--- src/hw/ifs_pkg.sv ---
`default_nettype none
package ifs_pkg;

  ////////////////////////////////////////////////////////////////////////////////
  // Sizes of the two FIFOs and of the register port.
  localparam int IFS_DW = 8;
  localparam int IFS_AW = 4;
  localparam int IFS_CW = 5;
  localparam int IFS_FW = 6;
  localparam logic [IFS_CW-1:0] IFS_FULL_COUNT = 5'h10;

  ////////////////////////////////////////////////////////////////////////////////
  // Register offsets (byte addresses).
  localparam logic [7:0] IFS_OFF_CTRL    = 8'h00;
  localparam logic [7:0] IFS_OFF_TX_DATA = 8'h10;
  localparam logic [7:0] IFS_OFF_RX_DATA = 8'h18;
  localparam logic [7:0] IFS_OFF_TX_THR  = 8'h1c;
  localparam logic [7:0] IFS_OFF_RX_THR  = 8'h20;
  localparam logic [7:0] IFS_OFF_MASK    = 8'h2c;
  localparam logic [7:0] IFS_OFF_RAW     = 8'h30;
  localparam logic [7:0] IFS_OFF_CLEAR   = 8'h38;

  ////////////////////////////////////////////////////////////////////////////////
  // Field positions of the flag vector and of the control register.
  localparam int IFS_BIT_TX_EMPTY = 0;
  localparam int IFS_BIT_TX_LOW   = 1;
  localparam int IFS_BIT_TX_FULL  = 2;
  localparam int IFS_BIT_TX_OVF   = 3;
  localparam int IFS_BIT_RX_EMPTY = 4;
  localparam int IFS_BIT_RX_HIGH  = 5;
  localparam int IFS_BIT_TX_FLUSH = 0;

  ////////////////////////////////////////////////////////////////////////////////
  // Reset values.
  localparam logic [IFS_FW-1:0] IFS_RST_RAW    = 6'h13;
  localparam logic [IFS_FW-1:0] IFS_RST_MASK   = 6'h00;
  localparam logic [IFS_CW-1:0] IFS_RST_TX_THR = 5'h04;
  localparam logic [IFS_CW-1:0] IFS_RST_RX_THR = 5'h0c;
  localparam logic [31:0]       IFS_RST_RDATA  = 32'h0000_0000;

  ////////////////////////////////////////////////////////////////////////////////
  // Carriers.
  typedef struct packed {
    logic [7:0]  addr;
    logic [31:0] wdata;
    logic        write;
    logic        read;
  } ifs_bus_req_t;

  typedef struct packed {
    logic              push;
    logic [IFS_DW-1:0] data;
  } ifs_link_t;

endpackage
`default_nettype wire

--- src/hw/ifs_mem.sv ---
`timescale 1ns/100ps
`default_nettype none
module ifs_mem import ifs_pkg::*; (
  input  wire logic              clk,
  input  wire logic              reset,
  input  wire logic              we,
  input  wire logic [IFS_AW-1:0] waddr,
  input  wire logic [IFS_DW-1:0] wdata,
  input  wire logic [IFS_AW-1:0] raddr,
  output logic      [IFS_DW-1:0] rdata
);

  logic [IFS_DW-1:0] mem [2**IFS_AW];

  ////////////////////////////////////////////////////////////////////////////////
  // Storage; the read register follows the head, with a bypass so that a
  // word written into an empty FIFO is visible one edge later.
  always_ff @(posedge clk) begin
    if (we) begin
      mem[waddr] <= wdata;
    end
    if (reset) begin
      rdata <= '0;
    end else if (we && (waddr == raddr)) begin
      rdata <= wdata;
    end else begin
      rdata <= mem[raddr];
    end
  end

endmodule
`default_nettype wire

--- src/hw/ifs_level.sv ---
`timescale 1ns/100ps
`default_nettype none
module ifs_level import ifs_pkg::*; (
  input  wire logic              clk,
  input  wire logic              reset,
  input  wire logic              push,
  input  wire logic              pop,
  input  wire logic              flush,
  output logic      [IFS_AW-1:0] wr_ptr,
  output logic      [IFS_AW-1:0] rd_next,
  output logic      [IFS_CW-1:0] count,
  output logic      [IFS_CW-1:0] count_next
);

  typedef struct packed {
    logic [IFS_AW-1:0] wr;
    logic [IFS_AW-1:0] rd;
    logic [IFS_CW-1:0] cnt;
  } ifs_level_state_t;

  ifs_level_state_t st;
  ifs_level_state_t next_st;

  ////////////////////////////////////////////////////////////////////////////////
  // Pointers and fill level; the caller never pushes when full or pops when
  // empty, so no guard is repeated here.
  always_comb begin
    next_st = st;
    if (flush) begin
      next_st = '0;
    end else begin
      if (push) begin
        next_st.wr = IFS_AW'(st.wr + 1'b1);
      end
      if (pop) begin
        next_st.rd = IFS_AW'(st.rd + 1'b1);
      end
      if (push && !pop) begin
        next_st.cnt = IFS_CW'(st.cnt + 1'b1);
      end else if (pop && !push) begin
        next_st.cnt = IFS_CW'(st.cnt - 1'b1);
      end
    end
  end

  always_ff @(posedge clk) begin
    if (reset) begin
      st <= '0;
    end else begin
      st <= next_st;
    end
  end

  // Outputs.
  assign wr_ptr     = st.wr;
  assign rd_next    = next_st.rd;
  assign count      = st.cnt;
  assign count_next = next_st.cnt;

endmodule
`default_nettype wire

--- src/hw/ifs_flags.sv ---
// Our own choices: the placing of the registers and the strobed register port.
`timescale 1ns/100ps
`default_nettype none
module ifs_flags import ifs_pkg::*; (
  input  wire logic              clk,
  input  wire logic              reset,
  input  wire ifs_bus_req_t      bus,
  output logic      [31:0]       reg_rdata,
  output logic      [IFS_DW-1:0] tx_data,
  output logic                   tx_valid,
  input  wire logic              tx_pop,
  input  wire ifs_link_t         rx_in,
  output logic                   irq
);

  typedef struct packed {
    logic [IFS_FW-1:0] raw;
    logic [IFS_FW-1:0] mask;
    logic [IFS_CW-1:0] tx_thr;
    logic [IFS_CW-1:0] rx_thr;
    logic [31:0]       rdata;
    logic              tx_valid;
    logic              irq;
  } ifs_state_t;

  ifs_state_t st;
  ifs_state_t next_st;

  logic              tx_wr;
  logic              tx_push;
  logic              tx_take;
  logic              tx_flush;
  logic              tx_full;
  logic              rx_rd;
  logic              rx_pop;
  logic              rx_push;
  logic              ovf_clear;
  logic [IFS_AW-1:0] tx_wr_ptr;
  logic [IFS_AW-1:0] tx_rd_next;
  logic [IFS_CW-1:0] tx_count;
  logic [IFS_CW-1:0] tx_count_next;
  logic [IFS_AW-1:0] rx_wr_ptr;
  logic [IFS_AW-1:0] rx_rd_next;
  logic [IFS_CW-1:0] rx_count;
  logic [IFS_CW-1:0] rx_count_next;
  logic [IFS_DW-1:0] rx_head;

  ////////////////////////////////////////////////////////////////////////////////
  // FIFO strobes; full and empty gate the pointers so a bad access cannot
  // corrupt the level counters.
  assign tx_wr     = bus.write && (bus.addr == IFS_OFF_TX_DATA);
  assign tx_full   = (tx_count == IFS_FULL_COUNT);
  assign tx_push   = tx_wr && !tx_full;
  assign tx_take   = tx_pop && st.tx_valid;
  assign tx_flush  = bus.write && (bus.addr == IFS_OFF_CTRL) && bus.wdata[IFS_BIT_TX_FLUSH];
  assign rx_rd     = bus.read && (bus.addr == IFS_OFF_RX_DATA);
  assign rx_pop    = rx_rd && (rx_count != '0);
  assign rx_push   = rx_in.push && (rx_count != IFS_FULL_COUNT);
  assign ovf_clear = bus.write && (bus.addr == IFS_OFF_CLEAR) && bus.wdata[IFS_BIT_TX_OVF];

  ////////////////////////////////////////////////////////////////////////////////
  // Transmit FIFO: software fills it, the serial engine drains it.
  ifs_level u_tx_level (
    .clk        (clk),
    .reset      (reset),
    .push       (tx_push),
    .pop        (tx_take),
    .flush      (tx_flush),
    .wr_ptr     (tx_wr_ptr),
    .rd_next    (tx_rd_next),
    .count      (tx_count),
    .count_next (tx_count_next)
  );

  ifs_mem u_tx_mem (
    .clk   (clk),
    .reset (reset),
    .we    (tx_push),
    .waddr (tx_wr_ptr),
    .wdata (bus.wdata[IFS_DW-1:0]),
    .raddr (tx_rd_next),
    .rdata (tx_data)
  );

  ////////////////////////////////////////////////////////////////////////////////
  // Receive FIFO: the serial engine fills it, software drains it. A byte
  // pushed while full is dropped; no flag or interrupt reports that case.
  ifs_level u_rx_level (
    .clk        (clk),
    .reset      (reset),
    .push       (rx_push),
    .pop        (rx_pop),
    .flush      (1'b0),
    .wr_ptr     (rx_wr_ptr),
    .rd_next    (rx_rd_next),
    .count      (rx_count),
    .count_next (rx_count_next)
  );

  ifs_mem u_rx_mem (
    .clk   (clk),
    .reset (reset),
    .we    (rx_push),
    .waddr (rx_wr_ptr),
    .wdata (rx_in.data),
    .raddr (rx_rd_next),
    .rdata (rx_head)
  );

  ////////////////////////////////////////////////////////////////////////////////
  // Next state. Level flags follow the next fill counts, so they move on the
  // same edge as the count and never lag a FIFO access.
  always_comb begin
    next_st = st;
    next_st.raw[IFS_BIT_TX_EMPTY] = (tx_count_next == '0);
    next_st.raw[IFS_BIT_TX_FULL]  = (tx_count_next == IFS_FULL_COUNT);
    next_st.raw[IFS_BIT_RX_EMPTY] = (rx_count_next == '0);
    // Overflow is sticky; a set in the clearing cycle wins.
    if (tx_wr && tx_full) begin
      next_st.raw[IFS_BIT_TX_OVF] = 1'b1;
    end else if (ovf_clear) begin
      next_st.raw[IFS_BIT_TX_OVF] = 1'b0;
    end
    // Register writes; the raw flag register has no write path of its own, only the clear register above clears its overflow bit.
    if (bus.write) begin
      if (bus.addr == IFS_OFF_MASK) begin
        next_st.mask = bus.wdata[IFS_FW-1:0];
      end else if (bus.addr == IFS_OFF_TX_THR) begin
        next_st.tx_thr = bus.wdata[IFS_CW-1:0];
      end else if (bus.addr == IFS_OFF_RX_THR) begin
        next_st.rx_thr = bus.wdata[IFS_CW-1:0];
      end
    end
    next_st.raw[IFS_BIT_TX_LOW]  = (tx_count_next <= next_st.tx_thr);
    next_st.raw[IFS_BIT_RX_HIGH] = (rx_count_next >= next_st.rx_thr);
    // Read data stand only in the cycle after the strobe.
    next_st.rdata = IFS_RST_RDATA;
    if (bus.read) begin
      if (bus.addr == IFS_OFF_RAW) begin
        next_st.rdata = {26'h000_0000, st.raw};
      end else if (bus.addr == IFS_OFF_MASK) begin
        next_st.rdata = {26'h000_0000, st.mask};
      end else if (bus.addr == IFS_OFF_TX_THR) begin
        next_st.rdata = {27'h000_0000, st.tx_thr};
      end else if (bus.addr == IFS_OFF_RX_THR) begin
        next_st.rdata = {27'h000_0000, st.rx_thr};
      end else if (rx_pop) begin
        next_st.rdata = {24'h00_0000, rx_head};
      end
    end
    next_st.tx_valid = (tx_count_next != '0);
    next_st.irq      = |(next_st.raw & next_st.mask);
  end

  ////////////////////////////////////////////////////////////////////////////////
  // State register.
  always_ff @(posedge clk) begin
    if (reset) begin
      st.raw      <= IFS_RST_RAW;
      st.mask     <= IFS_RST_MASK;
      st.tx_thr   <= IFS_RST_TX_THR;
      st.rx_thr   <= IFS_RST_RX_THR;
      st.rdata    <= IFS_RST_RDATA;
      st.tx_valid <= 1'b0;
      st.irq      <= 1'b0;
    end else begin
      st <= next_st;
    end
  end

  // Outputs.
  assign reg_rdata = st.rdata;
  assign tx_valid  = st.tx_valid;
  assign irq       = st.irq;
endmodule
`default_nettype wire

--- config.mk ---
export PLATFORM = sky130hd
export DESIGN_NAME = ifs_flags
export DESIGN_NICKNAME = d
export VERILOG_FILES = /design/src/hw/ifs_pkg.sv /design/src/hw/ifs_mem.sv /design/src/hw/ifs_level.sv /design/src/hw/ifs_flags.sv
export SDC_FILE = /design/constraint.sdc
export NUM_CORES = 1
export LEC_CHECK = 0
export ABC_AREA = 0
export BUFFER_PORTS_ARGS = -buffer_cell sky130_fd_sc_hd__clkbuf_2
export CORE_UTILIZATION = 44
export CTS_BUF_LIST = sky130_fd_sc_hd__clkbuf_8
export DETAILED_ROUTE_END_ITERATION = 10
export GPL_TIMING_DRIVEN = 1
export SETUP_SLACK_MARGIN = 0.02
export SLEW_MARGIN = 20
export SYNTH_ARGS = -nofsm -noshare
export SYNTH_HDL_FRONTEND = slang
export SYNTH_SLANG_ARGS = --single-unit
--- constraint.sdc ---
create_clock -name clk -period 5.3 [get_ports clk]
set_clock_uncertainty 0.15 [all_clocks]
set_input_delay 1.59 -clock clk [delete_from_list [all_inputs] [get_ports clk]]
set_output_delay 1.59 -clock clk [all_outputs]
set_load 0.005 [all_outputs]
=== Word-level counts from Yosys, hierarchy flattened ===
Memory sizes are Yosys's and may differ from the RTL's. A register that Yosys moved wholly into a read port is not among the register bits.
Index checks and enable logic that the tools add are counted.

* Register bits: 82
* RAM bits: 256
* Memories: 2

* Add/sub/neg operators: 8
* Magnitude comparators: 2
* Eq/ne operators: 10
* Mux-type cells: 24
* Bitwise gates (word level): 3
* Reductions and logical operators: 30

{| class="wikitable"
|+ Memory list
! name !! words !! bits a word !! rd ports !! clocked after memory_dff !! write ports !! line !! text
|-
| u_rx_mem.mem || 16 || 8 || 1 || 1 || 1 || ifs_mem.sv:13 || <nowiki>logic [IFS_DW-1:0] mem [2**IFS_AW];</nowiki>
|-
| u_tx_mem.mem || 16 || 8 || 1 || 1 || 1 || ifs_mem.sv:13 ||
|}

{| class="wikitable"
|+ Operators by type and width
! kind !! count
|-
| $mux W6 || 6
|-
| $mux W5 || 7
|-
| $eq A8 B6 Y1 const B || 4
|-
| $eq A8 B5 Y1 const B || 3
|-
| $add A4 B1 Y4 const B || 4
|-
| $mux W16 || 1
|-
| $logic_and A1 B1 Y1 || 15
|-
| $reduce_or A6 Y1 || 2
|-
| $add A5 B1 Y5 const B || 2
|-
| $eq A5 B5 Y1 const B || 2
|-
| $logic_not A5 Y1 || 2
|-
| $mux W10 || 1
|-
| $reduce_bool A5 Y1 || 2
|-
| $sub A5 B1 Y5 const B || 2
|-
| $mux W9 || 1
|-
| $logic_not A8 Y1 || 1
|-
| $mux W4 || 2
|-
| $reduce_or A7 Y1 || 1
|-
| $and A6 B6 Y6 || 1
|-
| $mux W1 || 6
|-
| $ge A5 B5 Y1 || 1
|-
| $le A5 B5 Y1 || 1
|-
| $logic_not A1 Y1 || 5
|-
| $ne A5 B5 Y1 const B || 1
|-
| 2 further kinds || 4
|}

=== Logic depth before layout (Yosys ltp) ===
* Depth in word-level cells: 11
* Mapped depth: 16

=== By module ===
A second synthesis with hierarchy kept.

* Cell total of the unflattened synthesis: 901
* Area, all modules: 14249.9 µm²

{| class="wikitable"
|+ By module, submodules not included
! module !! times used !! cells each !! area an instance (µm²) !! seq. area each (µm²)
|-
| ifs_mem (u_rx_mem) || 1 || 248 || 5302.6 || 4003.8
|-
| ifs_mem (u_tx_mem) || 1 || 248 || 5301.3 || 4003.8
|-
| ifs_flags || 1 || 217 || 1936.9 || 640.6
|-
| ifs_level || 2 || 94 || 854.6 || 260.2
|}

=== Worst setup path after synthesis ===
No wires, ideal clock.

* Path type: in2reg
* Start: input bus[37] (netlist bit)
* End: register irq (netlist name)
* Arrival: 4.764 ns
* Path slack: 0.253 ns
* Cell stages on the path: 15
* Path buffers: 1
* Path through: nor4_1 > nand2_1 > nor2_1 > and3_1 > clkbuf_1 > mux2_2 > ha_1 > nand2b_1 > a21o_1 > a21o_1 > a21o_1 > a21oi_1 > o22ai_1 > a21oi_1 > o211ai_1

{| class="wikitable"
|+ RTL lines
! element !! line !! text
|-
| start, declared || ifs_flags.sv:7 || <nowiki>input wire ifs_bus_req_t bus,</nowiki>
|}

=== Worst setup path in the final report ===
* Start: input bus[36] (netlist bit)
* End: register irq (netlist name)

* Elaborated cells on any way between the ends: 42
* Those cells by class: 2 x order compare; 7 x eq/ne; 13 x mux; 1 x bitwise; 19 x reduce/logical

{| class="wikitable"
|+ RTL lines
! element !! line !! text
|-
| $eq A8 B5 Y1 * || ifs_flags.sv:56 || <nowiki>assign rx_rd = bus.read && (bus.addr == IFS_OFF_RX_DATA);</nowiki>
|-
| $logic_and A1 B1 Y1 * || ifs_flags.sv:56 ||
|-
| $logic_and A1 B1 Y1 * || ifs_flags.sv:57 || <nowiki>assign rx_pop = rx_rd && (rx_count != '0);</nowiki>
|-
| $logic_and A1 B1 Y1 or $logic_not A1 Y1 (tied branches) || ifs_level.sv:40, ifs_level.sv:38 ||
|-
| $mux W5 or $logic_and A1 B1 Y1 (tied branches) || ifs_level.sv:40, ifs_level.sv:38 ||
|-
| $mux W5 * || ifs_level.sv:38 || <nowiki>if (push && !pop) begin</nowiki>
|-
| via rx_count_next[1] || ifs_flags.sv:45 || <nowiki>logic [IFS_CW-1:0] rx_count_next;</nowiki>
|-
| $ge A5 B5 Y1 or $logic_not A5 Y1 (tied branches) || ifs_flags.sv:135, ifs_flags.sv:117 ||
|-
| $and A6 B6 Y6 * || ifs_flags.sv:152 || <nowiki>next_st.irq = |(next_st.raw & next_st.mask);</nowiki>
|-
| $reduce_or A6 Y1 * || ifs_flags.sv:152 ||
|}

Mark *: on every way through the listed nets, which the timed path passes. The rest lies on a longest branch.
A chain may end at the register's enable or synchronous reset.

==> out/qor.txt <==
Asr flop ratio synth: 0%
Area after DPL: 14900 µm²
Vias/cell: 5.51
Syn. warnings: 0
CP Cell Sequence: clkbuf_2 > or4b_1 > or4b_1 > nor2_1 > nor2_1 > o31ai_1 > ha_1 > a21o_1 > a21o_1 > a21o_1 > a21oi_1 > o22ai_1 > a21oi_1 > o211ai_1
TritonCTS clock tree: done
H-tree depth: 2
Yosys top cell area share: 54.3%
Flop pwr share: 51.2%
Most common cell in the netlist: edfxtp_1
Final count of hold timing violations: 0
Setup violations, final: 0
# resized after CTS: 0
RSZ-0062 raised after global routing: false
Post-route DRC: 0
Filler cells: 2778
Horiz. Die Dim: 181 µm
Synth unique cells: 63
Core area: 31600 µm²
Largest net degree at the start of global routing: 37
Outcome: finished clean
Final TNS setup: 0 ns
Netlist Area Pre-Place: 14200 µm²
Pleak: 0.00588 µW
CP peak stage delay: 0.68 ns
Reg2reg setup slack: 1.50 ns
Crit path kind: primary input to flop
# Post-CTS Setup Buffers: 0
Final worst-path cycle share: 87.1%
Number of synthesized flops with an enable pin: 256
Slew margin rel.: 27.1%
Clk sink count: 330
Area leader, netlist: edfxtp_1
CTS clock-pin slew for the worst setup and hold paths: 0.06 ns
Max cap viols: 0
Synth area leaders: edfxtp_1, dfxtp_1, nand2_1
Worst-Margin Slew: 1.09 ns
Overall Global Routing Usage: 20.6%
Register area share after synthesis: 64.8%
PD cells: 356 nW/µm²
Clk buf depth: 3
Initial drt markers: 705
Vias: 9342
Post-Layout Inst Area: 15900 µm²
Hold Buf Count CTS: 0
Remaining Overflow, GRT: 0
Hold Crit Class: flop to flop
CTS Buf Count: 53
Die Span Y: 181 µm
Cells after DPL: 1599
Psw: 1510 µW
FMAX: 0.217 GHz
WP buf/inv: 1
Minimum clock period: 4.62 ns
WP data arrival: 4.93 ns
Worst-Skew Late Latency: 0.60 ns
Setup crit end kind: flop
Worst-path maximum fanout: 4
Clock power share: 35.4%
Logic pwr share: 13.4%
Syn avg cell area: 12.1 µm²
Yosys reg bits: 330
Sw frac: 26.6%
Vias in the first global route: 9171
Internal: 4160 µW
Fin nets: 1331
Antenna viol nets, final: 0
Share of cells above drive strength 1: 14.9%
Drt pass-1 iters: 5
Cells after synthesis: 1173
Top FF cell, synth: edfxtp_1
HPWL after DPL: 21.4 mm
Delay-heaviest family, CP: simple AND/OR/NAND/NOR gates
WL/cell: 19.6 µm
Cell Count, Final, Fillers Out: 1694
First-pass GRT wire length: 52.2 mm
Num rows: 65
Worst path slowest cell: or4b_1
Worst vdd ir: 0.187 mV
Starting density of the core: 44.8%
Top Ports: 96
ANT cells: 0
RePlAce Congestion: 0.846
Top cell by count, worst path: a21o_1
Req. time, crit path: 5.61 ns
Buffers on Ports: 47
Startpoint types: primary input
Fin. max-slew vios: 0
Layout area overhead: 12.3%
Synth top cells by count: edfxtp_1, nand2_1, dfxtp_1, nor2_1, nand3_1
Die area: 32900 µm²
CTS root buffer: clkbuf_8
Drt total wl: 33.2 mm
Hold WS: 0.306 ns
Initial antenna violation count: 0
[path summary, 6_finish.rpt]
kind / from / to / cells after the start
hold reg to reg: u_rx_mem.rdata[7]$_SDFF_PP0_ / reg_rdata[7]$_SDFF_PP0_ / 1
setup / recovery: bus[36] / irq$_SDFF_PP0_ / 14
setup reg to reg: u_rx_level.count[1]$_SDFF_PP0_ / irq$_SDFF_PP0_ / 15
hold / removal: u_rx_mem.rdata[7]$_SDFF_PP0_ / reg_rdata[7]$_SDFF_PP0_ / 1
[cell type report]
type / count / area [µm²] / share of cell area, %
tap: 402 / 503 / 3.16
inverter: 15 / 56.3 / 0.354
clock inverter: 36 / 164 / 1.03
timing repair buffer: 94 / 601 / 3.78
sequential: 330 / 9170 / 57.7
multi-input combinational: 758 / 4600 / 28.9
clock buffer: 59 / 812 / 5.11
[per-stage QoR]
stage | power, µW | util (%) | worst slack (ns)
after floorplan | 3440 | - | 0.253
after global placement | 3700 | 47.2 | 0.126
after detailed placement | 3710 | 47.2 | 0.128
after CTS | 5700 | 50.3 | 0.728
after global routing | 5900 | 50.3 | 0.372
final | 5660 | 50.3 | 0.682
[placed cells by master (no fill, tap or decap), drive strengths merged, types with 13 or more instances in the layout]
cell type,instances
nand2,226
a31oi,34
nand3,70
a21oi,27
edfxtp,256
a211oi,14
nor3,24
a221oi,14
nor2,74
buf,47
xnor2,16
clkbuf,106
mux2i,22
and3,18
o21ai,13
dfxtp,74
a21o,16
conb,24
ha,25
inv,40
[kinds of logic after synthesis]
| kind of cell | Yosys count | synth area share, % |
|---|---|---|
| xor gates and xnor gates | 28 | 1.73 |
| DFF | 330 | 64.8 |
| buffers and inverters | 108 | 3.79 |
| muxes | 38 | 3.55 |
| adders and majority gates | 25 | 2.21 |
| and+or+nand+nor | 478 | 15.7 |
| other | 1 | 0.0265 |
| AOI/OAI and AO/OA | 165 | 8.26 |
[layer usage]
metal / wire, µm / track usage [%] / part of all wire [%]
met5: 0 / 0 / 0
met4: 714 / 6.00 / 2.1
met3: 1670 / 3.05 / 5.0
met2: 15800 / 33.9 / 48
met1: 15000 / 28.4 / 45
[registers in the layout (all words and copies together) (netlist names)]
signal,cells
u_tx_mem.rdata,8
reg_rdata,8
u_rx_level.st,4
u_tx_level.st,4
st,22
u_rx_mem.rdata,8
u_rx_level.wr_ptr,4
u_rx_mem.mem,128
u_rx_level.count,5
u_tx_level.wr_ptr,4
irq,1
u_tx_mem.mem,128
tx_valid,1
u_tx_level.count,5
[power groups by stage]
stage                     combinational, µW  sequential (µW)  clock [µW]
after CTS                               762             2900        2040
after global routing                    837             2910        2160
after floorplan                         499             2940           0
after detailed placement                757             2950           0
final                                   758             2900        2010
after global placement                  755             2950           0
Power figures use the tool's default switching activity.
